<file path="config.mk">
export PLATFORM = sky130hd
export DESIGN_NAME = mcu_core_program_flow
export DESIGN_NICKNAME = d
export VERILOG_FILES = /design/src/hw/mcu_core_pkg.sv /design/src/hw/mcu_core_program_flow.sv /design/src/hw/stack_mem.sv
export SDC_FILE = /design/constraint.sdc
export NUM_CORES = 1
export LEC_CHECK = 0
export BUFFER_PORTS_ARGS = -buffer_cell sky130_fd_sc_hd__buf_4
export CORE_ASPECT_RATIO = 1.1
export CORE_MARGIN = 2
export CORE_UTILIZATION = 55
export CTS_CLUSTER_SIZE = 20
export DETAILED_ROUTE_END_ITERATION = 6
export PLACE_DENSITY = 0.75
export SLEW_MARGIN = 25
export SYNTH_ARGS = -nofsm -noshare
export SYNTH_HDL_FRONTEND = slang
export SYNTH_SLANG_ARGS = --single-unit
</file>
<file path="constraint.sdc">
create_clock -name clk_sys -period 4.3 [get_ports clk_sys]
set_clock_uncertainty 0.2 [all_clocks]
set_input_delay 0.645 -clock clk_sys [delete_from_list [all_inputs] [get_ports clk_sys]]
set_output_delay 0.645 -clock clk_sys [all_outputs]
set_load 0.05 [all_outputs]
</file>
<file path="src/hw/mcu_core_pkg.sv">
// Constants, encodings and carrier types shared by the program-flow core.
package mcu_core_pkg;

  localparam int PC_W    = 10;
  localparam int DATA_W  = 8;
  localparam int INSTR_W = 14;
  localparam int SP_W    = 2;

  // Clock and timing figures.
  localparam int CLK_SYS_MHZ      = 200;
  localparam int PHASES_PER_CYCLE = 4;

  // Reset and vector values.
  localparam logic [PC_W-1:0]   PC_RESET   = 10'h000;
  localparam logic [PC_W-1:0]   INT_VECTOR = 10'h004;
  localparam logic [2:0]        STACK_DEPTH = 3'h4;
  localparam logic [2:0]        LEVEL_RESET = 3'h0;
  localparam logic [SP_W-1:0]   WP_RESET    = 2'h0;
  localparam logic [INSTR_W-1:0] INSTR_NOP  = 14'h0000;

  // Register port byte offsets.
  localparam logic [7:0] REG_CTRL  = 8'h00;
  localparam logic [7:0] REG_STATE = 8'h04;
  localparam logic [7:0] REG_PCL   = 8'h08;
  localparam logic [7:0] REG_PCH   = 8'h0C;
  localparam logic [7:0] REG_FLAGS = 8'h10;

  // Control register fields and reset value.
  localparam int CTRL_RUN   = 0;
  localparam int CTRL_FAST  = 1;
  localparam int CTRL_INTEN = 2;
  localparam logic [2:0] CTRL_RESET = 3'h3;

  // Core state register fields.
  localparam int STATE_PHASE_LSB = 0;
  localparam int STATE_LEVEL_LSB = 2;
  localparam int STATE_INTPEND   = 5;
  localparam int STATE_INTMASTER = 6;
  localparam int STATE_DUMMY     = 7;

  // Arithmetic flag positions and reset value.
  localparam int ST_C  = 0;
  localparam int ST_AC = 1;
  localparam int ST_Z  = 2;
  localparam int ST_OV = 3;
  localparam logic [3:0] FLAGS_RESET = 4'h0;

  // Data-space addresses that the core itself answers.
  localparam logic [7:0] DATA_PCL_ADDR   = 8'h06;
  localparam logic [7:0] DATA_FLAGS_ADDR = 8'h0A;

  // Instruction layout: control transfers carry 2'b11 in the top bits.
  localparam int OPC_MSB   = 13;
  localparam int OPC_LSB   = 9;
  localparam int DEST_BIT  = 8;
  localparam int CALL_BIT  = 11;

  typedef enum logic [1:0] {
    PH_FETCH = 2'b00,
    PH_DEC   = 2'b01,
    PH_EXA   = 2'b11,
    PH_EXB   = 2'b10
  } phase_t;

  typedef enum logic [4:0] {
    OP_NOP, OP_ADD, OP_ADC, OP_SUB, OP_SBC, OP_DAA, OP_AND, OP_OR,
    OP_XOR, OP_CPL, OP_RR, OP_RRC, OP_RL, OP_RLC, OP_INC, OP_DEC,
    OP_SZ, OP_SNZ, OP_SIZ, OP_SDZ, OP_RET, OP_INTERRUPT_EXIT_INSTR, OP_LDA, OP_STA
  } opcode_t;

  typedef struct packed {
    logic [PC_W-1:0] addr;
    logic            rd;
  } progReq_t;

  typedef struct packed {
    logic [DATA_W-1:0] addr;
    logic              rd;
    logic              wr;
    logic [DATA_W-1:0] wdata;
  } dataReq_t;

endpackage

</file>
<file path="src/hw/mcu_core_program_flow.sv">
// Program-flow, pipeline and ALU control of the 8-bit core.
//
// Notes on behaviour
// RULE_01 - Four gray-coded phases make one instruction cycle.
// RULE_02 - Phases step on fast or slow oscillator tick.
// RULE_03 - Fetch phase increments counter and fetches instruction.
// RULE_04 - Phases two to four decode and execute.
// RULE_05 - Next fetch overlaps current execute.
// RULE_06 - Jumps and calls take two instruction cycles.
// RULE_07 - Counter advances by one unless control transfers.
// RULE_08 - Taken skip discards prefetched instruction, dummy cycle.
// RULE_09 - Ten-bit counter, only low byte software visible.
// RULE_10 - Low-byte write jumps in page, inserts dummy.
// RULE_11 - Transfers load the target straight into counter.
// RULE_12 - Reset loads counter with address zero.
// RULE_13 - Four-level hidden return stack of counter values.
// RULE_14 - Call and interrupt push; returns pop.
// RULE_15 - Reset leaves stack pointer at top.
// RULE_16 - Full stack defers interrupt until a return.
// RULE_17 - Call on full stack overwrites oldest entry.
// RULE_18 - 8-bit ALU through accumulator to chosen destination.
// RULE_19 - ALU updates carry, borrow and other flags.
// RULE_20 - Add, subtract with carry forms, decimal adjust.
// RULE_21 - Logic, complement, rotates, increment and decrement.
// RULE_22 - Jump, call, returns and four skip instructions.
// RULE_23 - Dummy cycle flushes prefetch with no side effects.
`timescale 1ns/100ps
`default_nettype none
module mcu_core_program_flow (
  input  wire logic                          clk_sys,     // 200 MHz clock.
  input  wire logic                          reset,       // Sync, high.
  input  wire logic                          fastOscTick, // Fast source.
  input  wire logic                          slowOscTick, // Slow source.
  input  wire logic                          intReq,      // Int request.
  output mcu_core_pkg::progReq_t             prog,        // Fetch request.
  input  wire logic [13:0]                   progData,    // Fetched word.
  output mcu_core_pkg::dataReq_t             data,        // Data access.
  input  wire logic [7:0]                    dataRdData,  // Data answer.
  input  wire logic [7:0]                    regAddr,     // Reg address.
  input  wire logic [7:0]                    regWrData,   // Reg write data.
  input  wire logic                          regWr,       // Reg write.
  input  wire logic                          regRd,       // Reg read.
  output logic      [7:0]                    regRdData    // Reg read data.
);
  import mcu_core_pkg::*;

  // Adds with carry in; returns {ov, ac, c, sum}.
  function automatic logic [10:0] addCore(input logic [7:0] a,
                                          input logic [7:0] b,
                                          input logic       cin);
    logic [8:0] full;
    logic [4:0] half;
    logic       ov;
    full = {1'b0, a} + {1'b0, b} + {8'h00, cin};
    half = {1'b0, a[3:0]} + {1'b0, b[3:0]} + {4'h0, cin};
    ov   = (a[7] == b[7]) && (full[7] != a[7]);
    return {ov, half[4], full[8], full[7:0]};
  endfunction

  phase_t               phase;
  logic [2:0]           ctrl;
  logic [PC_W-1:0]      pc;
  logic [PC_W-1:0]      execAddr;
  logic [INSTR_W-1:0]   execInstr;
  logic [INSTR_W-1:0]   prefetch;
  logic                 dummy;
  logic [7:0]           acc;
  logic [3:0]           flags;
  logic [7:0]           memVal;
  logic [7:0]           operand;
  logic                 progPending;
  logic                 dataPending;
  logic                 intPending;
  logic                 intMaster;
  logic                 hostPclPend;
  logic [7:0]           hostPclVal;
  logic [SP_W-1:0]      wp;
  logic [2:0]           level;
  logic [PC_W-1:0]      stackTop;

  logic                 step;
  logic                 commit;
  logic                 isXfer;
  opcode_t              op;
  logic                 toMem;
  logic [7:0]           mAddr;
  logic [7:0]           aluRes;
  logic [3:0]           next_flags;
  logic                 writesDest;
  logic                 skip;
  logic                 doPop;
  logic                 isReti;
  logic                 needsRead;
  logic [10:0]          sumBits;
  logic [8:0]           daaSum;
  logic                 writeAcc;
  logic                 writeMem;
  logic                 pclWrite;
  logic                 flagsWrite;
  logic                 redirect;
  logic                 intAck;
  logic                 push;
  logic [PC_W-1:0]      next_pc;

  // The phase sequencer only moves on a tick of the selected oscillator,
  // so the slow source stretches every phase without a second clock.
  assign step = ctrl[CTRL_RUN] &
                (ctrl[CTRL_FAST] ? fastOscTick : slowOscTick); // RULE_02

  always_ff @(posedge clk_sys) begin
    if (reset) begin
      phase <= PH_FETCH;
    end else if (step) begin
      case (phase) // RULE_01
        PH_FETCH: phase <= PH_DEC;
        PH_DEC:   phase <= PH_EXA;
        PH_EXA:   phase <= PH_EXB;
        PH_EXB:   phase <= PH_FETCH;
        default:  phase <= PH_FETCH;
      endcase
    end
  end

  assign commit = step && (phase == PH_EXB);

  // Instruction field decode.
  assign isXfer = (execInstr[13:12] == 2'b11);
  assign op     = isXfer ? OP_NOP : opcode_t'(execInstr[OPC_MSB:OPC_LSB]);
  assign toMem  = execInstr[DEST_BIT];
  assign mAddr  = execInstr[7:0];

  // The core owns the low counter byte and the flags in data space.
  always_comb begin
    if (mAddr == DATA_PCL_ADDR) begin
      operand = execAddr[7:0]; // RULE_09
    end else if (mAddr == DATA_FLAGS_ADDR) begin
      operand = {4'h0, flags};
    end else if (dataPending) begin
      operand = dataRdData;
    end else begin
      operand = memVal;
    end
  end

  // ALU: result, flag update and flow decisions for the executing word.
  always_comb begin
    aluRes     = operand;
    next_flags = flags;
    writesDest = 1'b0;
    skip       = 1'b0;
    doPop      = 1'b0;
    isReti     = 1'b0;
    needsRead  = 1'b1;
    sumBits    = 11'h000;
    daaSum     = 9'h000;
    case (op)
      OP_ADD, OP_ADC, OP_SUB, OP_SBC: begin // RULE_20
        if (op == OP_ADD || op == OP_ADC) begin
          sumBits = addCore(acc, operand, (op == OP_ADC) & flags[ST_C]);
        end else begin
          sumBits = addCore(acc, ~operand,
                            (op == OP_SUB) | flags[ST_C]);
        end
        aluRes     = sumBits[7:0];
        next_flags = {sumBits[10], (sumBits[7:0] == 8'h00),
                      sumBits[9], sumBits[8]}; // RULE_19
        writesDest = 1'b1;
      end
      OP_DAA: begin
        daaSum = {1'b0, acc};
        if (acc[3:0] > 4'h9 || flags[ST_AC]) begin
          daaSum = daaSum + 9'h006;
        end
        if (acc > 8'h99 || flags[ST_C]) begin
          daaSum = daaSum + 9'h060;
        end
        aluRes            = daaSum[7:0];
        next_flags[ST_C]  = daaSum[8] | flags[ST_C];
        writesDest        = 1'b1;
        needsRead         = toMem;
      end
      OP_AND, OP_OR, OP_XOR, OP_CPL, OP_INC, OP_DEC: begin // RULE_21
        case (op)
          OP_AND:  aluRes = acc & operand;
          OP_OR:   aluRes = acc | operand;
          OP_XOR:  aluRes = acc ^ operand;
          OP_INC:  aluRes = operand + 8'h01;
          OP_DEC:  aluRes = operand - 8'h01;
          default: aluRes = ~operand;
        endcase
        next_flags[ST_Z] = (aluRes == 8'h00);
        writesDest       = 1'b1;
      end
      OP_RR:  begin aluRes = {operand[0], operand[7:1]}; writesDest = 1'b1; end
      OP_RL:  begin aluRes = {operand[6:0], operand[7]}; writesDest = 1'b1; end
      OP_RRC: begin
        aluRes           = {flags[ST_C], operand[7:1]};
        next_flags[ST_C] = operand[0];
        writesDest       = 1'b1;
      end
      OP_RLC: begin
        aluRes           = {operand[6:0], flags[ST_C]};
        next_flags[ST_C] = operand[7];
        writesDest       = 1'b1;
      end
      OP_SZ, OP_SNZ: begin // RULE_22
        skip       = (op == OP_SZ) ? (operand == 8'h00) : (operand != 8'h00);
        writesDest = !toMem;
      end
      OP_SIZ, OP_SDZ: begin
        aluRes     = (op == OP_SIZ) ? operand + 8'h01 : operand - 8'h01;
        skip       = (aluRes == 8'h00);
        writesDest = 1'b1;
      end
      OP_RET, OP_INTERRUPT_EXIT_INSTR: begin
        doPop     = 1'b1;
        isReti    = (op == OP_INTERRUPT_EXIT_INSTR);
        needsRead = 1'b0;
      end
      OP_LDA: writesDest = 1'b1;
      OP_STA: begin
        aluRes     = acc;
        writesDest = 1'b1;
        needsRead  = 1'b0;
      end
      default: needsRead = 1'b0;
    endcase
  end

  // A flushed word never reaches any destination.
  assign writeAcc   = !dummy && writesDest && !toMem; // RULE_18 RULE_23
  assign writeMem   = !dummy && writesDest && toMem;
  assign pclWrite   = writeMem && (mAddr == DATA_PCL_ADDR); // RULE_10
  assign flagsWrite = writeMem && (mAddr == DATA_FLAGS_ADDR);
  assign redirect   = !dummy && (isXfer || doPop || pclWrite);

  // A full stack holds the acknowledge back; the request stays pending.
  assign intAck = commit && intPending && intMaster &&
                  (level != STACK_DEPTH) && !redirect; // RULE_16
  assign push   = commit && ((!dummy && isXfer && execInstr[CALL_BIT])
                             || intAck); // RULE_14

  always_comb begin
    if (!dummy && isXfer) begin
      next_pc = execInstr[PC_W-1:0]; // RULE_11
    end else if (!dummy && doPop) begin
      next_pc = stackTop; // RULE_14
    end else if (pclWrite) begin
      // The counter has already moved on and may sit in the next page.
      next_pc = {execAddr[9:8], aluRes}; // RULE_10
    end else if (intAck) begin
      next_pc = INT_VECTOR; // RULE_11
    end else begin
      next_pc = {pc[9:8], hostPclVal};
    end
  end

  // Program counter and fetch port.
  always_ff @(posedge clk_sys) begin
    if (reset) begin
      pc       <= PC_RESET; // RULE_12
      prog     <= '0;
      execAddr <= PC_RESET;
    end else begin
      prog.rd <= 1'b0;
      if (step && phase == PH_FETCH) begin
        prog.addr <= pc; // RULE_03 RULE_05
        prog.rd   <= 1'b1;
        pc        <= pc + 10'h001; // RULE_07
      end else if (commit && (redirect || intAck || hostPclPend)) begin
        pc <= next_pc; // RULE_06
      end
      if (commit) begin
        execAddr <= prog.addr;
      end
    end
  end

  // Pipeline registers: the prefetched word becomes the executing word.
  always_ff @(posedge clk_sys) begin
    if (reset) begin
      progPending <= 1'b0;
      prefetch    <= INSTR_NOP;
      execInstr   <= INSTR_NOP;
      dummy       <= 1'b1;
    end else begin
      // Program memory answers in the cycle after the fetch strobe.
      progPending <= prog.rd;
      if (progPending) begin
        prefetch <= progData;
      end
      if (commit) begin
        execInstr <= prefetch; // RULE_04
        // The stale prefetch runs as a dummy after any change of flow.
        dummy <= redirect || intAck || hostPclPend ||
                 (!dummy && skip); // RULE_08 RULE_23
      end
    end
  end

  // Data port: read in the decode phase, write back at the last phase.
  always_ff @(posedge clk_sys) begin
    if (reset) begin
      data        <= '0;
      dataPending <= 1'b0;
      memVal      <= 8'h00;
    end else begin
      data.rd     <= 1'b0;
      data.wr     <= 1'b0;
      dataPending <= data.rd;
      if (dataPending) begin
        memVal <= dataRdData;
      end
      // Core-owned addresses are answered inside and never reach the port.
      if (step && phase == PH_DEC && !dummy && needsRead &&
          mAddr != DATA_PCL_ADDR && mAddr != DATA_FLAGS_ADDR) begin // RULE_04
        data.addr <= mAddr;
        data.rd   <= 1'b1;
      end else if (commit && writeMem && !pclWrite && !flagsWrite) begin
        data.addr  <= mAddr;
        data.wr    <= 1'b1;
        data.wdata <= aluRes; // RULE_18
      end
    end
  end

  // Accumulator and flags.
  always_ff @(posedge clk_sys) begin
    if (reset) begin
      acc   <= 8'h00;
      flags <= FLAGS_RESET;
    end else if (commit && !dummy) begin
      if (writeAcc) begin
        acc <= aluRes;
      end
      if (flagsWrite) begin
        flags <= aluRes[3:0];
      end else begin
        flags <= next_flags; // RULE_19
      end
    end
  end

  // Return stack: a ring, so a push on a full stack drops the oldest.
  always_ff @(posedge clk_sys) begin
    if (reset) begin
      wp    <= WP_RESET; // RULE_15
      level <= LEVEL_RESET;
    end else if (push) begin
      wp <= wp + 2'h1; // RULE_17
      if (level != STACK_DEPTH) begin
        level <= level + 3'h1;
      end
    end else if (commit && !dummy && doPop) begin
      wp <= wp - 2'h1;
      if (level != LEVEL_RESET) begin
        level <= level - 3'h1;
      end
    end
  end

  stack_mem u_stack ( // RULE_13
    .clk_sys (clk_sys),
    .wrEn    (push),
    .wrAddr  (wp),
    .wrData  (prog.addr),
    .rdAddr  (wp - 2'h1),
    .rdData  (stackTop)
  );

  // Interrupt request flag; a new request wins over the acknowledge.
  always_ff @(posedge clk_sys) begin
    if (reset) begin
      intPending <= 1'b0;
      intMaster  <= 1'b1;
    end else begin
      if (intReq && ctrl[CTRL_INTEN]) begin
        intPending <= 1'b1; // RULE_16
      end else if (intAck) begin
        intPending <= 1'b0;
      end
      if (intAck) begin
        intMaster <= 1'b0;
      end else if (commit && !dummy && isReti) begin
        intMaster <= 1'b1;
      end
    end
  end

  // Register port writes. A low-byte write from the port is queued and
  // taken at the next cycle boundary with no other change of flow or interrupt acknowledge, like a program write.
  always_ff @(posedge clk_sys) begin
    if (reset) begin
      ctrl        <= CTRL_RESET;
      hostPclPend <= 1'b0;
      hostPclVal  <= 8'h00;
    end else begin
      if (regWr && regAddr == REG_CTRL) begin
        ctrl <= regWrData[2:0];
      end
      if (regWr && regAddr == REG_PCL) begin
        hostPclPend <= 1'b1; // RULE_10
        hostPclVal  <= regWrData;
      end else if (commit && !redirect && !intAck) begin
        hostPclPend <= 1'b0;
      end
    end
  end

  // Register port reads; unmapped offsets read as zero.
  always_ff @(posedge clk_sys) begin
    if (reset) begin
      regRdData <= 8'h00;
    end else if (regRd) begin
      case (regAddr)
        REG_CTRL:  regRdData <= {5'h00, ctrl};
        REG_STATE: regRdData <= {dummy, intMaster, intPending, level,
                                 phase};
        REG_PCL:   regRdData <= pc[7:0];
        REG_PCH:   regRdData <= {6'h00, pc[9:8]};
        REG_FLAGS: regRdData <= {4'h0, flags};
        default:   regRdData <= 8'h00;
      endcase
    end else begin
      regRdData <= 8'h00;
    end
  end

endmodule // mcu_core_program_flow
`default_nettype wire

</file>
<file path="src/hw/stack_mem.sv">
// Four-word return-address memory with a registered read port.
`timescale 1ns/100ps
`default_nettype none
module stack_mem (
  input  wire logic                           clk_sys, // System clock.
  input  wire logic                           wrEn,    // Push strobe.
  input  wire logic [mcu_core_pkg::SP_W-1:0]  wrAddr,  // Push slot.
  input  wire logic [mcu_core_pkg::PC_W-1:0]  wrData,  // Pushed address.
  input  wire logic [mcu_core_pkg::SP_W-1:0]  rdAddr,  // Top slot.
  output logic      [mcu_core_pkg::PC_W-1:0]  rdData   // Registered top.
);
  import mcu_core_pkg::*;

  logic [PC_W-1:0] slot [0:(1<<SP_W)-1];

  always_ff @(posedge clk_sys) begin
    if (wrEn) begin
      slot[wrAddr] <= wrData;
    end
  end

  always_ff @(posedge clk_sys) begin
    rdData <= slot[rdAddr];
  end

endmodule // stack_mem
`default_nettype wire

</file>
== Word-level counts from Yosys, hierarchy flattened ==
Memories as Yosys holds them, arrays and structs flattened. A register that Yosys moved wholly into a read port is not among the register bits.
Cells that the tools add are included.

* Reductions and logical operators: 86
* Mux-type cells: 53
* Bitwise operators: 10
* Eq/ne operators: 41
* $lt $le $gt $ge: 2
* Add/subtract/negate cells: 17

{| class="wikitable"
|+ Operators by type and width
! cell !! number
|-
| one-hot mux 8 bit (5 select lines) || 2
|-
| one-hot mux 8 bit (9 select lines) || 1
|-
| 2-to-1 mux 10 bit || 6
|-
| 2-to-1 mux 8 bit || 7
|-
| 2-to-1 mux 9 bit || 5
|-
| == test 5 x 4 -> 1 bit (second input constant) || 8
|-
| == test 5 bit (second input constant) || 8
|-
| logical NOT 8 bit || 5
|-
| OR reduction 19 bit || 2
|-
| logical AND 1 bit || 36
|-
| == test 8 x 4 -> 1 bit (second input constant) || 3
|-
| 2-to-1 mux 11 bit || 2
|-
| == test 5 x 3 -> 1 bit (second input constant) || 4
|-
| adder 8 x 8 -> 9 bit || 2
|-
| adder 9 x 1 -> 9 bit || 2
|-
| == test 8 x 3 -> 1 bit (second input constant) || 2
|-
| 2-to-1 mux 1 bit || 16
|-
| nonzero test 2 bit || 8
|-
| 2-to-1 mux 3 bit || 4
|-
| AND reduction 2 bit || 6
|-
| adder 10 x 1 -> 10 bit (second input constant) || 1
|-
| adder 4 x 4 -> 5 bit || 2
|-
| adder 5 x 1 -> 5 bit || 2
|-
| == test 5 x 2 -> 1 bit (second input constant) || 2
|-
| other kinds (43) || 73
|}

* Memories: 1
* Bits of input ports: 45
* Logic and storage cells: 238
* RAM bits: 40
* Register bits: 129

{| class="wikitable"
|+ Memory list
! name !! words !! bits a word !! rd ports !! clocked after memory_dff !! write ports !! RTL line !! source
|-
| u_stack.slot || 4 || 10 || 1 || 1 || 1 || stack_mem.sv:14 || <nowiki>logic [PC_W-1:0] slot [0:(1<<SP_W)-1];</nowiki>
|}

== Logic depth before layout (Yosys ltp) ==
Gate-level depths: netlist (run 1).

* Word-level depth: 18
* Mapped depth: 17
* Gate-level depth less buffers: 16

== By module ==
A second synthesis (run 1) with hierarchy kept.

* Cells, all modules: 1151
* Area total of the unflattened synthesis: 10084.7 µm²

{| class="wikitable"
|+ Modules (own cells, without submodules)
! module !! seq. area each (µm²) !! times used !! cells an instance !! area each (µm²)
|-
| mcu_core_program_flow || 2582.5 || 1 || 1085 || 8410.6
|-
| stack_mem || 1401.3 || 1 || 66 || 1674.1
|}

== Worst setup path after synthesis (run 1) ==
No wires, ideal clock.

* Kind: flip-flop to flip-flop
* From: register execInstr[7]
* To: register flags[2]
* Stages on the path, launching flop included: 18
* Arrival: 3832 ps
* Library setup time: 87 ps
* Path slack: 181 ps
* Path through: dfxtp_1 > nor4b_1 > buf_2 > a221oi_1 > o2bb2ai_1 > clkbuf_1 > fa_1 > inv_1 > fa_1 > o21bai_1 > a21oi_1 > and2_1 > a21oi_1 > xnor2_1 > or3_1 > a2111oi_0 > o31ai_1 > o31ai_1

* Word-level cells in the longest chain between the ends: 11
* Elaborated cells on any way between the ends: 27

{| class="wikitable"
|+ RTL lines
! what !! RTL line !! source
|-
| from (decl) || mcu_core_program_flow.sv:64 || <nowiki>logic [INSTR_W-1:0] execInstr;</nowiki>
|-
| from (signal assigned) || mcu_core_program_flow.sv:293 || <nowiki>execInstr <= prefetch;</nowiki>
|-
| == test 8 x 4 -> 1 bit || mcu_core_program_flow.sv:136, mcu_core_program_flow.sv:234 ||
|-
| 2-to-1 mux 8 bit || mcu_core_program_flow.sv:136 || <nowiki>end else if (mAddr == DATA_FLAGS_ADDR) begin</nowiki>
|-
| 2-to-1 mux 8 bit || mcu_core_program_flow.sv:134 || <nowiki>if (mAddr == DATA_PCL_ADDR) begin</nowiki>
|-
| inverter 8 bit || mcu_core_program_flow.sv:161, mcu_core_program_flow.sv:189 ||
|-
| adder 8 x 8 -> 9 bit || mcu_core_program_flow.sv:54 || <nowiki>full = {1'b0, a} + {1'b0, b} + {8'h00, cin};</nowiki>
|-
| adder 9 x 1 -> 9 bit || mcu_core_program_flow.sv:54 ||
|-
| 2-to-1 mux 11 bit || mcu_core_program_flow.sv:158 || <nowiki>if (op == OP_ADD || op == OP_ADC) begin</nowiki>
|-
| 2-to-1 mux 11 bit || mcu_core_program_flow.sv:156 || <nowiki>case (op)</nowiki>
|-
| logical NOT 8 bit || mcu_core_program_flow.sv:165 || <nowiki>next_flags = {sumBits[10], (sumBits[7:0] == 8'h00),</nowiki>
|-
| one-hot mux 1 bit (2 select lines) || mcu_core_program_flow.sv:156 ||
|-
| 2-to-1 mux 4 bit || mcu_core_program_flow.sv:336 || <nowiki>if (flagsWrite) begin</nowiki>
|-
| to (signal assigned) || mcu_core_program_flow.sv:337 || <nowiki>flags <= aluRes[3:0];</nowiki>
|-
| to (signal assigned) || mcu_core_program_flow.sv:339 || <nowiki>flags <= next_flags;</nowiki>
|-
| to (decl) || mcu_core_program_flow.sv:68 || <nowiki>logic [3:0] flags;</nowiki>
|}

Several ways; a longest one is shown, not always the timed one. The select of a mux whose other input is x is not followed.
A chain may end at the register's enable or synchronous reset.

== Final worst setup path (run 1) ==
* From: register execInstr[4]
* To: register pc[5]

* Word-level cells in the longest chain between the ends: 14
* Elaborated cells on any way between the ends: 35

{| class="wikitable"
|+ RTL lines
! what !! RTL line !! source
|-
| == test 8 x 4 -> 1 bit || mcu_core_program_flow.sv:136 ||
|-
| 2-to-1 mux 8 bit || mcu_core_program_flow.sv:136 ||
|-
| 2-to-1 mux 8 bit || mcu_core_program_flow.sv:134 ||
|-
| inverter 8 bit || mcu_core_program_flow.sv:161, mcu_core_program_flow.sv:189 ||
|-
| adder 8 x 8 -> 9 bit || mcu_core_program_flow.sv:54 ||
|-
| adder 9 x 1 -> 9 bit || mcu_core_program_flow.sv:54 ||
|-
| 2-to-1 mux 11 bit || mcu_core_program_flow.sv:158 ||
|-
| 2-to-1 mux 11 bit || mcu_core_program_flow.sv:156 ||
|-
| one-hot mux 8 bit (9 select lines) || mcu_core_program_flow.sv:156 ||
|-
| 2-to-1 mux 10 bit || mcu_core_program_flow.sv:248 || <nowiki>end else if (pclWrite) begin</nowiki>
|-
| 2-to-1 mux 10 bit || mcu_core_program_flow.sv:246 || <nowiki>end else if (!dummy && doPop) begin</nowiki>
|-
| 2-to-1 mux 10 bit || mcu_core_program_flow.sv:244 || <nowiki>if (!dummy && isXfer) begin</nowiki>
|-
| 2-to-1 mux 10 bit || mcu_core_program_flow.sv:270 || <nowiki>end else if (commit && (redirect || intAck || hostPclPend)) begin</nowiki>
|-
| 2-to-1 mux 10 bit || mcu_core_program_flow.sv:266 || <nowiki>if (step && phase == PH_FETCH) begin</nowiki>
|-
| to (signal assigned) || mcu_core_program_flow.sv:269 || <nowiki>pc <= pc + 10'h001;</nowiki>
|-
| to (signal assigned) || mcu_core_program_flow.sv:271 || <nowiki>pc <= next_pc;</nowiki>
|-
| to (decl) || mcu_core_program_flow.sv:62 || <nowiki>logic [PC_W-1:0] pc;</nowiki>
|}

Several ways; a longest one is shown, not always the timed one. The select of a mux whose other input is x is not followed.

==> results of run 1 <==
## cell type report
type | instances | share of cell area
Sequential cell | 179 | 0.311
Multi-Input combinational cell | 938 | 0.491
Antenna cell | 1 | 0.000195
Inverter | 37 | 0.0108
Clock buffer | 18 | 0.0351
Tap cell | 247 | 0.0241
Clock inverter | 14 | 0.0135
Timing Repair Buffer | 195 | 0.114
## critical path: stages (launching register included)
cell and delay [ns]:
dfxtp_1 0.33, buf_4 0.15, nor4b_4 0.29, buf_4 0.16, clkdlybuf4s15_2 0.29, buf_4 0.16, a221oi_2 0.06, o2bb2ai_1 0.22
buf_4 0.20, ha_2 0.33, nor3_1 0.15, o21ai_0 0.12, nand3b_1 0.16, a22oi_1 0.11, xor2_1 0.14, buf_4 0.16
a21oi_1 0.18, a31oi_1 0.15, a311o_1 0.37, o21a_1 0.11
## cells in the mapped netlist, drive strengths merged (12+ instances only)
cell type and n:
nand4 13, ha 33, xnor2 18, nor4 16
and3 12, a221oi 15, inv 35, o22ai 13
nor2b 17, nand3 26, a21oi 102, nand2 128
clkbuf 66, buf 19, or3 15, a211oi 24
o211ai 12, edfxtp 40, nor3 37, dfxtp 139
nor2 141, o21ai 57, mux2i 52, a22oi 17
and2 12
## metrics by stage
step	worst slack, ns	std cells
final	0.115	1629
after global routing	0.0127	1628
after CTS	0.0455	1622
after detailed placement	-0.0136	1590
after global placement	-0.0298	1590
after floorplan	0.181	1239
## per-layer routing
layer | vias up | GRT usage | share of wire
li1 | 4826 | - | -
met1 | 5305 | 0.466 | 0.36
met2 | 723 | 0.694 | 0.49
met3 | 214 | 0.0610 | 0.077
met4 | 0 | 0.274 | 0.076
met5 | - | 0 | 0
## registers in the layout, indices dropped and copies added (netlist names)
name            flops
dummy               1
acc                 8
phase               2
prog               11
u_stack.rdData     10
data               18
intMaster           1
level               3
execAddr           10
hostPclVal          8
pc                 10
u_stack.slot       40
memVal              8
progPending         1
dataPending         1
hostPclPend         1
intPending          1
regRdData           8
prefetch           14
execInstr          14
wp                  2
flags               4
ctrl                3
## where the power goes
part	switching [mW]	internal [mW]	leakage, nW	total (mW)
clock network	0.797	0.828	0.302	1.63
registers	0.0175	1.72	1.53	1.74
logic	0.0849	0.0593	2.94	0.144
## timing repair
| action | 4_1_cts | 5_1_grt |
|---|---|---|
| pin swaps | 1 | 5 |
| setup endpoints to repair | 5 | 17 |
| cloned | 0 | 1 |
| resized for setup | 2 | 29 |
| setup buffers | 0 | 5 |
## worst max-delay path by stage
stage / depth (start not counted) / start / slack, ns / to
after floorplan: 17 / execInstr[7]$_SDFFE_PP0P_ / 0.18 / flags[2]$_SDFFE_PP0P_
after global placement: 15 / execInstr[1]$_SDFFE_PP0P_ / -0.03 / pc[7]$_SDFFE_PP0P_
after detailed placement: 18 / dataRdData[0] / -0.01 / pc[6]$_SDFFE_PP0P_
after CTS: 18 / execInstr[7]$_SDFFE_PP0P_ / 0.05 / pc[6]$_SDFFE_PP0P_
after global routing: 17 / execInstr[4]$_SDFFE_PP0P_ / 0.01 / flags[2]$_SDFFE_PP0P_
final: 19 / execInstr[4]$_SDFFE_PP0P_ / 0.11 / pc[5]$_SDFFE_PP0P_
## kinds of logic after synthesis
logic type,after synthesis,share of synthesized area
flops,179,0.376
compound gates,335,0.213
simple gates,471,0.218
buf+inv,122,0.0451
xor+xnor,21,0.0173
mux,73,0.0820
fa+ha+maj,38,0.0484
==> impl_results.md, run 1 <==
* Initial Utilization at 0.557
* Num CTS Buffers at 17
* Via density per instance at 6.79
* CP arrival at 4.31 ns
* CTS Buffer Depth at 2
* R2r endpoint: pc[5]$_SDFFE_PP0P_
* Crit path max fanout at 6
* Syn_nets at around 1,300
* Clock root buffer master: clkbuf_16
* Tmin final at between 4 and 5 ns
* Reg2reg path depth at 19
* Setup TNS Final at 0 ns
* Register Area at roughly 0.0040 mm2
* Worst slew pin tran at between 1 and 1.5 ns
* DRT Pass-1 Iters at 5
* Die area at between 0.02 and 0.025 mm2
* Most frequent cells in the layout: buf_4, nor2_1, dfxtp_1, nand2_1, a21oi_1
* Port Buffer Count at 81
* Hold path cells at 3
* Fillers at approximately 1,500
* H-tree depth at 4
* Avg WL per Cell at about 25 um
* Ys async rst share at 0
* Vias at about 11,000
* Drt total wl at slightly above 40 mm
* Worst hold slack at 0.245 ns
* Ports at 82
* Nets at 1,451
* Synth top area share at 0.262
* Total chip power at between 3 and 4 mW
* Seq cells post-synth at roughly 180
* Status: complete, no violations
* Hold WC Path Type: in -> reg
* Largest net degree at the start of global routing at 70
* Final GP Congestion at 1.03
* CP Capture Type: register
* DRC at 0
* CTS tree: done
* Ys flop type: dfxtp_1
* Required time of the critical path at between 4 and 5 ns
* Clock-pin transition on the worst setup and hold timing paths at 0.09 ns
* Cell area after layout at roughly 0.013 mm2
* Max-slew violations at 0
* Global-route wire length before repair at between 60 and 70 mm
* Final hold viol count at 0
* Commonest non-fill, non-tap cell in the layout: buf_4
* Final Util at 0.674
* Synthesized area per cell at around 8.6 um2
* Area growth, synth to finish at 20.9%
* FF-to-FF Start: execInstr[4]$_SDFFE_PP0P_
* Initial DRC count at roughly 1,300
* Peak VDD IR at between 0.3 and 0.4 mV
* Max Cap Viol at 0
* Vias in the first global route at between 10,000 and 15,000
* Syn Std Cell Area at 0.0106 mm2
* Hold_sp: progData[10]
* Post-synth EDFFs at 40
* Placed cell area at roughly 0.012 mm2
* Synth unique cells at 90
* Routed Antenna Nets at 0
* Initial antenna violation count at 1
* Core area at ~0.019 mm2
* Clock Latency Late Sink at 0.45 ns
* Hold buffers post-CTS at 0
* CP Launch Type: register
* Hold EP: prefetch[10]$_SDFFE_PP0P_
* Leakage at roughly 4.8 nW
* Sink Count at 179
* RSZ-0062 raised after global routing: yes
* Die X-Extent at around 140 um
* Synth top area cells: dfxtp_1, edfxtp_1, nor2_1
* Share of cells above drive strength 1 at 0.217
* # rows at 53
* Synth area leader: dfxtp_1
* Die Ht at 150 um
* Tot GR Track Use at 0.406
* GR Overflow Total at 0
* Reg-to-reg setup timing slack at about 0.11 ns
* Final HPWL DP at ~30 mm
* Multi-input gate area at 0.00629 mm2
* Pwr dens at 274 mW/mm2
* CP Class: reg -> reg
* Post-Syn Instances at about 1,200
* Slew HR at 0.315
* Register area share after synthesis at 0.376
* Final period util at 0.973
* Final setup fails at 0
* Fmax at 239 MHz
* Yosys warns at 0
Note: power is estimated with default switching activity, not from simulation.
==> run 2, diff against run 1 <==
--- a/config.mk
+++ b/config.mk
@@ -8,10 +8,10 @@
 export BUFFER_PORTS_ARGS = -buffer_cell sky130_fd_sc_hd__buf_4
 export CORE_ASPECT_RATIO = 1.1
 export CORE_MARGIN = 2
-export CORE_UTILIZATION = 55
+export CORE_UTILIZATION = 44
 export CTS_CLUSTER_SIZE = 20
 export DETAILED_ROUTE_END_ITERATION = 6
-export PLACE_DENSITY = 0.75
+export PLACE_DENSITY = 0.62
 export SLEW_MARGIN = 25
 export SYNTH_ARGS = -nofsm -noshare
 export SYNTH_HDL_FRONTEND = slang
==> constraint.sdc (replaced) <==
create_clock -name clk_sys -period 4.3 [get_ports clk_sys]
set_clock_uncertainty 0.2 [all_clocks]
set_input_delay 0.645 -clock clk_sys [delete_from_list [all_inputs] [get_ports clk_sys]]
set_output_delay 0.645 -clock clk_sys [all_outputs]
set_load 0.02 [all_outputs]
==> run 2 against run 1 <==
Wire length down 1.9%. Power fell by 2.3%. Critical path type unchanged. First-iteration DRC count shrank 26%. Design area is 0.18% higher. Clock power shrank 5%. Sequential power hardly changed. Die area grew 24%. Highest routed layer unchanged. Sequential share of layout area is essentially flat. Combinational power is 3% lower. Global-route usage shrank 9.2 points.
==> impl_results.md, run 2 (synthesis gave the netlist of run 1 again) <==
* Final WS setup at between 0.15 and 0.2 ns
* Max incr delay on CP at approximately 0.6 ns
* Crit path cell chain: or4b_4 > o32a_1 > o22ai_4 > inv_2 > ha_2 > nor2_1 > a21oi_1 > nand3b_1 > a221oi_2 > mux2i_1 > xnor2_1 > a21o_1 > nor4b_4 > o21ai_0
* Delay-heaviest family, CP: compound AO/OA/AOI/OAI gates
* Ports at between 80 and 90
* Max Cap Viol at 0
* Die X-Extent at about 150 um
* CP arrival at between 4 and 5 ns
* Initial Utilization at 0.447
* Fillers at about 2,200
* Clock root buffer master: clkbuf_16
* Port Buffer Count at between 80 and 90
* Share of cells above drive strength 1 at 0.214
* Commonest non-fill, non-tap cell in the layout: buf_4
* Hold WC Path Type: in -> reg
* GR Overflow Total at 0
* Slew HR at 0.377
* Die Ht at 167 um
* Most frequent cells in the layout: buf_4, nor2_1, dfxtp_1, nand2_1, a21oi_1
* DRT Pass-1 Iters at 5
* Register Area at ~0.0040 mm2
* Max-slew violations at 0
* Nets at about 1,500
* Worst path buffer plus inverter count at 1
* Dpl ws at -0.366 ns
* Status: complete, no violations
* DRC at 0
* CP Launch Type: register
* Via density per instance at just over 6
* Clock Latency Late Sink at 0.44 ns
* Hold buffers post-CTS at 0
* Final period util at 0.963
* Core area at around 0.024 mm2
* Crit path max fanout at 8
* Routed Antenna Nets at 0
* Largest registers: u_stack.slot x40, data x18
* Number of standard cells in the layout, taps in and fillers out at 1,686
* Final GP Congestion at between 1 and 1.5
* Pwr dens at 267 mW/mm2
* Top reg by flops: u_stack.slot
* Cells after DPL at between 1,500 and 2,000
* Vias at 10,400
* Tot GR Track Use at 0.314
* CP Class: reg -> reg
* # rows at 59
* CTS tree: done
* Final Util at 0.542
* Initial antenna violation count at 0
* Tmin final at ~4.1 ns
* Avg WL per Cell at approximately 24 um
* Num CTS Buffers at 17
* CTS Buffer Depth at 2
* Sink Count at 179
* Fmax at ~240 MHz
* Final HPWL DP at just over 30 mm
* Vias in the first global route at slightly above 10,000
* Leakage at roughly 4.8 nW
* Multi-input gate area at between 0.006 and 0.007 mm2
* # diodes at 0
* Drt total wl at around 40 mm
* Clock-pin transition on the worst setup and hold timing paths at around 0.080 ns
* Peak VDD IR at ~0.27 mV
* Global-route wire length before repair at about 61 mm
* Total chip power at 3.43 mW
* Largest net degree at the start of global routing at 66
* CP Capture Type: register
* Required time of the critical path at 4.41 ns
* Final setup fails at 0
* Area growth, synth to finish at 21.1%
* RSZ-0062 raised after global routing: yes
* H-tree depth at 4
* Die area at 0.0254 mm2
* Crit-path slowest cell: or4b_4
* Final hold viol count at 0
* Initial DRC count at 931
* Worst slew pin tran at just over 0.9 ns
* Largest register FFs at 40
[run 2: cell count changes in the layout (fill, tap and decap cells not counted), moves of 2 or more]
cell,change
a221oi_2,-2
dfxtp_2,+4
o21ai_1,-2
inv_12,-2
dfxtp_1,-4
o21ai_0,+2
inv_6,-2
a221oi_1,+2
[run 2: final timing paths]
check	from	to	slack, ns	depth (start not counted)
setup / recovery	execInstr[7]$_SDFFE_PP0P_	pc[7]$_SDFFE_PP0P_	0.16	14
hold / removal	progData[4]	prefetch[4]$_SDFFE_PP0P_	0.24	3
setup reg to reg	execInstr[7]$_SDFFE_PP0P_	pc[7]$_SDFFE_PP0P_	0.16	14
hold reg to reg	prefetch[8]$_SDFFE_PP0P_	execInstr[8]$_SDFFE_PP0P_	0.24	2
[run 2: metal layers]
metal,vias to the layer above,GRT usage,part of all wire
li1,4829,-,-
met1,5038,0.379,0.39
met2,441,0.550,0.50
met3,105,0.0380,0.053
met4,0,0.162,0.053
met5,-,0,0
[run 2: repair_timing]
| item | in CTS | in global routing |
|---|---|---|
| pin swaps | 0 | 2 |
| gates cloned | 0 | 1 |
| gates resized for setup | 6 | 19 |
| buffers inserted | 0 | 3 |
| setup endpoints to repair | 10 | 17 |
[run 2: final cells by class]
class,count,area share
clock buffer,17,0.0331
timing repair buffer,195,0.115
sequential,179,0.311
tap,305,0.0297
inverter,37,0.0108
clock inverter,15,0.0132
multi-input combinational,938,0.487
[run 2: worst min-delay path: stages]
cell	delay [ns]
buf_4	0.08
mux2i_1	0.05
nor2_1	0.07
[run 2: where the power goes]
group          switching (mW)  internal, mW  total, mW
Combinational          0.0793        0.0592      0.139
Clock                   0.771         0.781       1.55
Sequential             0.0162          1.72       1.74
Total                   0.867          2.56       3.43
[run 2: through the flow]
step                      instance area [um2]  TNS [ns]  hold WS (ns)
after detailed placement                12100     -3.68         0.242
after CTS                               12700         0         0.232
after global routing                    12800    -0.237         0.229
final                                   12800         0         0.242
after floorplan                         10600         0         0.231
after global placement                  12100     -3.02         0.240
==> run 3, diff against run 2 <==
--- a/config.mk
+++ b/config.mk
@@ -6,7 +6,7 @@
 export NUM_CORES = 1
 export LEC_CHECK = 0
 export BUFFER_PORTS_ARGS = -buffer_cell sky130_fd_sc_hd__buf_4
-export CORE_ASPECT_RATIO = 1.1
+export CORE_ASPECT_RATIO = 0.6
 export CORE_MARGIN = 2
 export CORE_UTILIZATION = 44
 export CTS_CLUSTER_SIZE = 20
==> run 3 against run 2 <==
Non-clock buffer count grew 54. Worst hold slack got worse by 0.021 ns. Combinational power about the same. Critical path type unchanged.
==> impl_results.md, run 3 (synthesis gave the netlist of run 1 again) <==
* Status: complete, no violations
* Max Cap Viol at 0
* Pwr dens at ~250 mW/mm2
* Slew HR at 0.362
* DR top layer: met4
* Nets at 1,505
* Internal power at around 2.5 mW
* CP Capture Type: register
* Vias in the first global route at 9,539
* Initial Utilization at 0.453
* DRT Pass-1 Iters at 6
* Via density per instance at about 6.2
* Placed cell area at about 0.012 mm2
* Share of power burned in registers at 0.510
* H-tree depth at 4
* Met1 WL at around 21 mm
* CP Launch Type: register
* Final Util at 0.573
* Commonest non-fill, non-tap cell in the layout: buf_4
* Area growth, synth to finish at 26.5%
* DRC at 0
* Final hold viol count at 0
* Hold path cells at 3
* Final setup fails at 0
* CTS Buffer Depth at 2
* Initial DRC count at 1,480
* # rows at 43
* Setup TNS Final at 0 ns
* Final period util at 0.980
* Drt total wl at ~43 mm
* Port Buffer Count at 81
* CP Class: reg -> reg
* Clock root buffer master: clkbuf_16
* Sink Count at 179
* Ports at 82
* Vias at approximately 11,000
* Final HPWL DP at roughly 34 mm
* Metal3 WL at between 6 and 7 mm
* Largest net degree at the start of global routing at 89
* Comb pwr share at 0.041
* Initial antenna violation count at 0
* Largest register FFs at 40
* Hold EP: prefetch[7]$_SDFFE_PP0P_
* Reg2reg path depth at 18
* Peak VDD IR at 0.230 mV
* Required time of the critical path at approximately 4.5 ns
* FF-to-FF Start: execInstr[7]$_SDFFE_PP0P_
* Die X-Extent at 204 um
* Largest registers: u_stack.slot x40, data x18
* R2r endpoint: pc[7]$_SDFFE_PP0P_
* Hold_sp: progData[7]
* Tot GR Track Use at 0.339
* Routed Antenna Nets at 0
* Tmin final at 4.21 ns
* Reg-to-reg setup timing slack at 0.09 ns
* Die area at roughly 0.025 mm2
* Hold WC Path Type: in -> reg
* Leakage at a little over 5 nW
* CTS tree: done
* Most frequent cells in the layout: buf_4, nor2_1, dfxtp_1, nand2_1, a21oi_1
* Share of cells above drive strength 1 at 0.266
* Num CTS Buffers at 17
* Crit path max fanout at 7
* Met2 Routed Length at around 15 mm
* Cell area after layout at between 0.01 and 0.015 mm2
* Clock-pin transition on the worst setup and hold timing paths at 0.08 ns
* Global-route wire length before repair at 63.0 mm
* Switching Share at 0.252
* GR Overflow Total at 0
* Fmax at 237 MHz
* Worst slew pin tran at around 0.96 ns
* Avg WL per Cell at ~25 um
* CP arrival at around 4.4 ns
* Clk network pwr share at 0.449
* Clock Latency Late Sink at ~0.46 ns
* Top reg by flops: u_stack.slot
* Die Ht at 124 um
* Core area at approximately 0.023 mm2
* Final GP Congestion at 1.02
* Max-slew violations at 0
* Sw Pwr at approximately 0.86 mW
==> run 3: cell count changes in the layout (fill, tap and decap cells not counted), sizes merged <==
cell / before / now
buf: 194 / 249
inv: 41 / 43
clkinv: 10 / 8
clkdlybuf4s15: 1 / 0
diode: 0 / 1
==> run 3: critical path, stage by stage (launching register included) <==
cell and delay [ns]:
dfxtp_2 0.33, buf_4 0.15, nor4b_4 0.26, buf_6 0.17, nand2_2 0.11, o2bb2ai_2 0.16, buf_4 0.16, fa_1 0.41
nor2b_1 0.18, o21ai_1 0.18, nand3b_1 0.15, buf_4 0.16, a221oi_2 0.26, mux2i_1 0.17, xnor2_2 0.22, buf_4 0.18
a21o_1 0.23, nor4b_2 0.33, o21ai_0 0.11
==> run 3: how the worst max path moves through the flow <==
stage               cells after the start                       from  slack, ns                     to
floorplan                              17  execInstr[7]$_SDFFE_PP0P_       0.18  flags[2]$_SDFFE_PP0P_
global placement                       19              dataRdData[0]      -0.32   data[5]$_SDFFE_PP0P_
detailed placement                     19              dataRdData[0]      -0.37  flags[2]$_SDFFE_PP0P_
CTS                                    20  execInstr[7]$_SDFFE_PP0P_      -0.03   data[6]$_SDFFE_PP0P_
global route                           20  execInstr[7]$_SDFFE_PP0P_      -0.04     pc[7]$_SDFFE_PP0P_
finish                                 18  execInstr[7]$_SDFFE_PP0P_       0.09     pc[7]$_SDFFE_PP0P_
==> run 3: repair_timing <==
action,4_1_cts,5_1_grt
hold buffers,0,0
pin swaps,3,24
setup buffers,2,6
resized for setup,15,55
endpoints found under the setup margin,12,23
==> run 3: area by class of cell <==
class | count | area [um2]
clock inverters | 15 | 143
multi-input cells | 938 | 6430
flip-flops and latches | 179 | 3990
well taps | 315 | 394
clock buffers | 17 | 425
inverters | 37 | 139
fillers | 2167 | 9990
repair buffers | 249 | 1880
diodes | 1 | 2.50
==> run 3: per-layer routing <==
layer	global-route usage	up-vias
met5	0	-
met1	0.548	5168
li1	-	4940
met2	0.380	673
met4	0.0503	0
met3	0.173	37
==> run 3: power groups by stage <==
stage               clock network, mW  logic (mW)  registers, mW
finish                           1.53       0.140           1.74
global route                     1.61       0.151           1.74
CTS                              1.54       0.136           1.74
detailed placement                  0       0.136           1.78
global placement                    0       0.135           1.78
floorplan                           0      0.0754           1.77
==> run 3: metrics by stage <==
stage	hold WS, ns	total power [mW]	std cells	worst slack (ns)
finish	0.221	3.41	1751	0.0873
detailed placement	0.255	1.91	1710	-0.366
global placement	0.252	1.91	1710	-0.325
floorplan	0.231	1.84	1239	0.181
CTS	0.212	3.41	1744	-0.0260
global route	0.222	3.50	1750	-0.0375
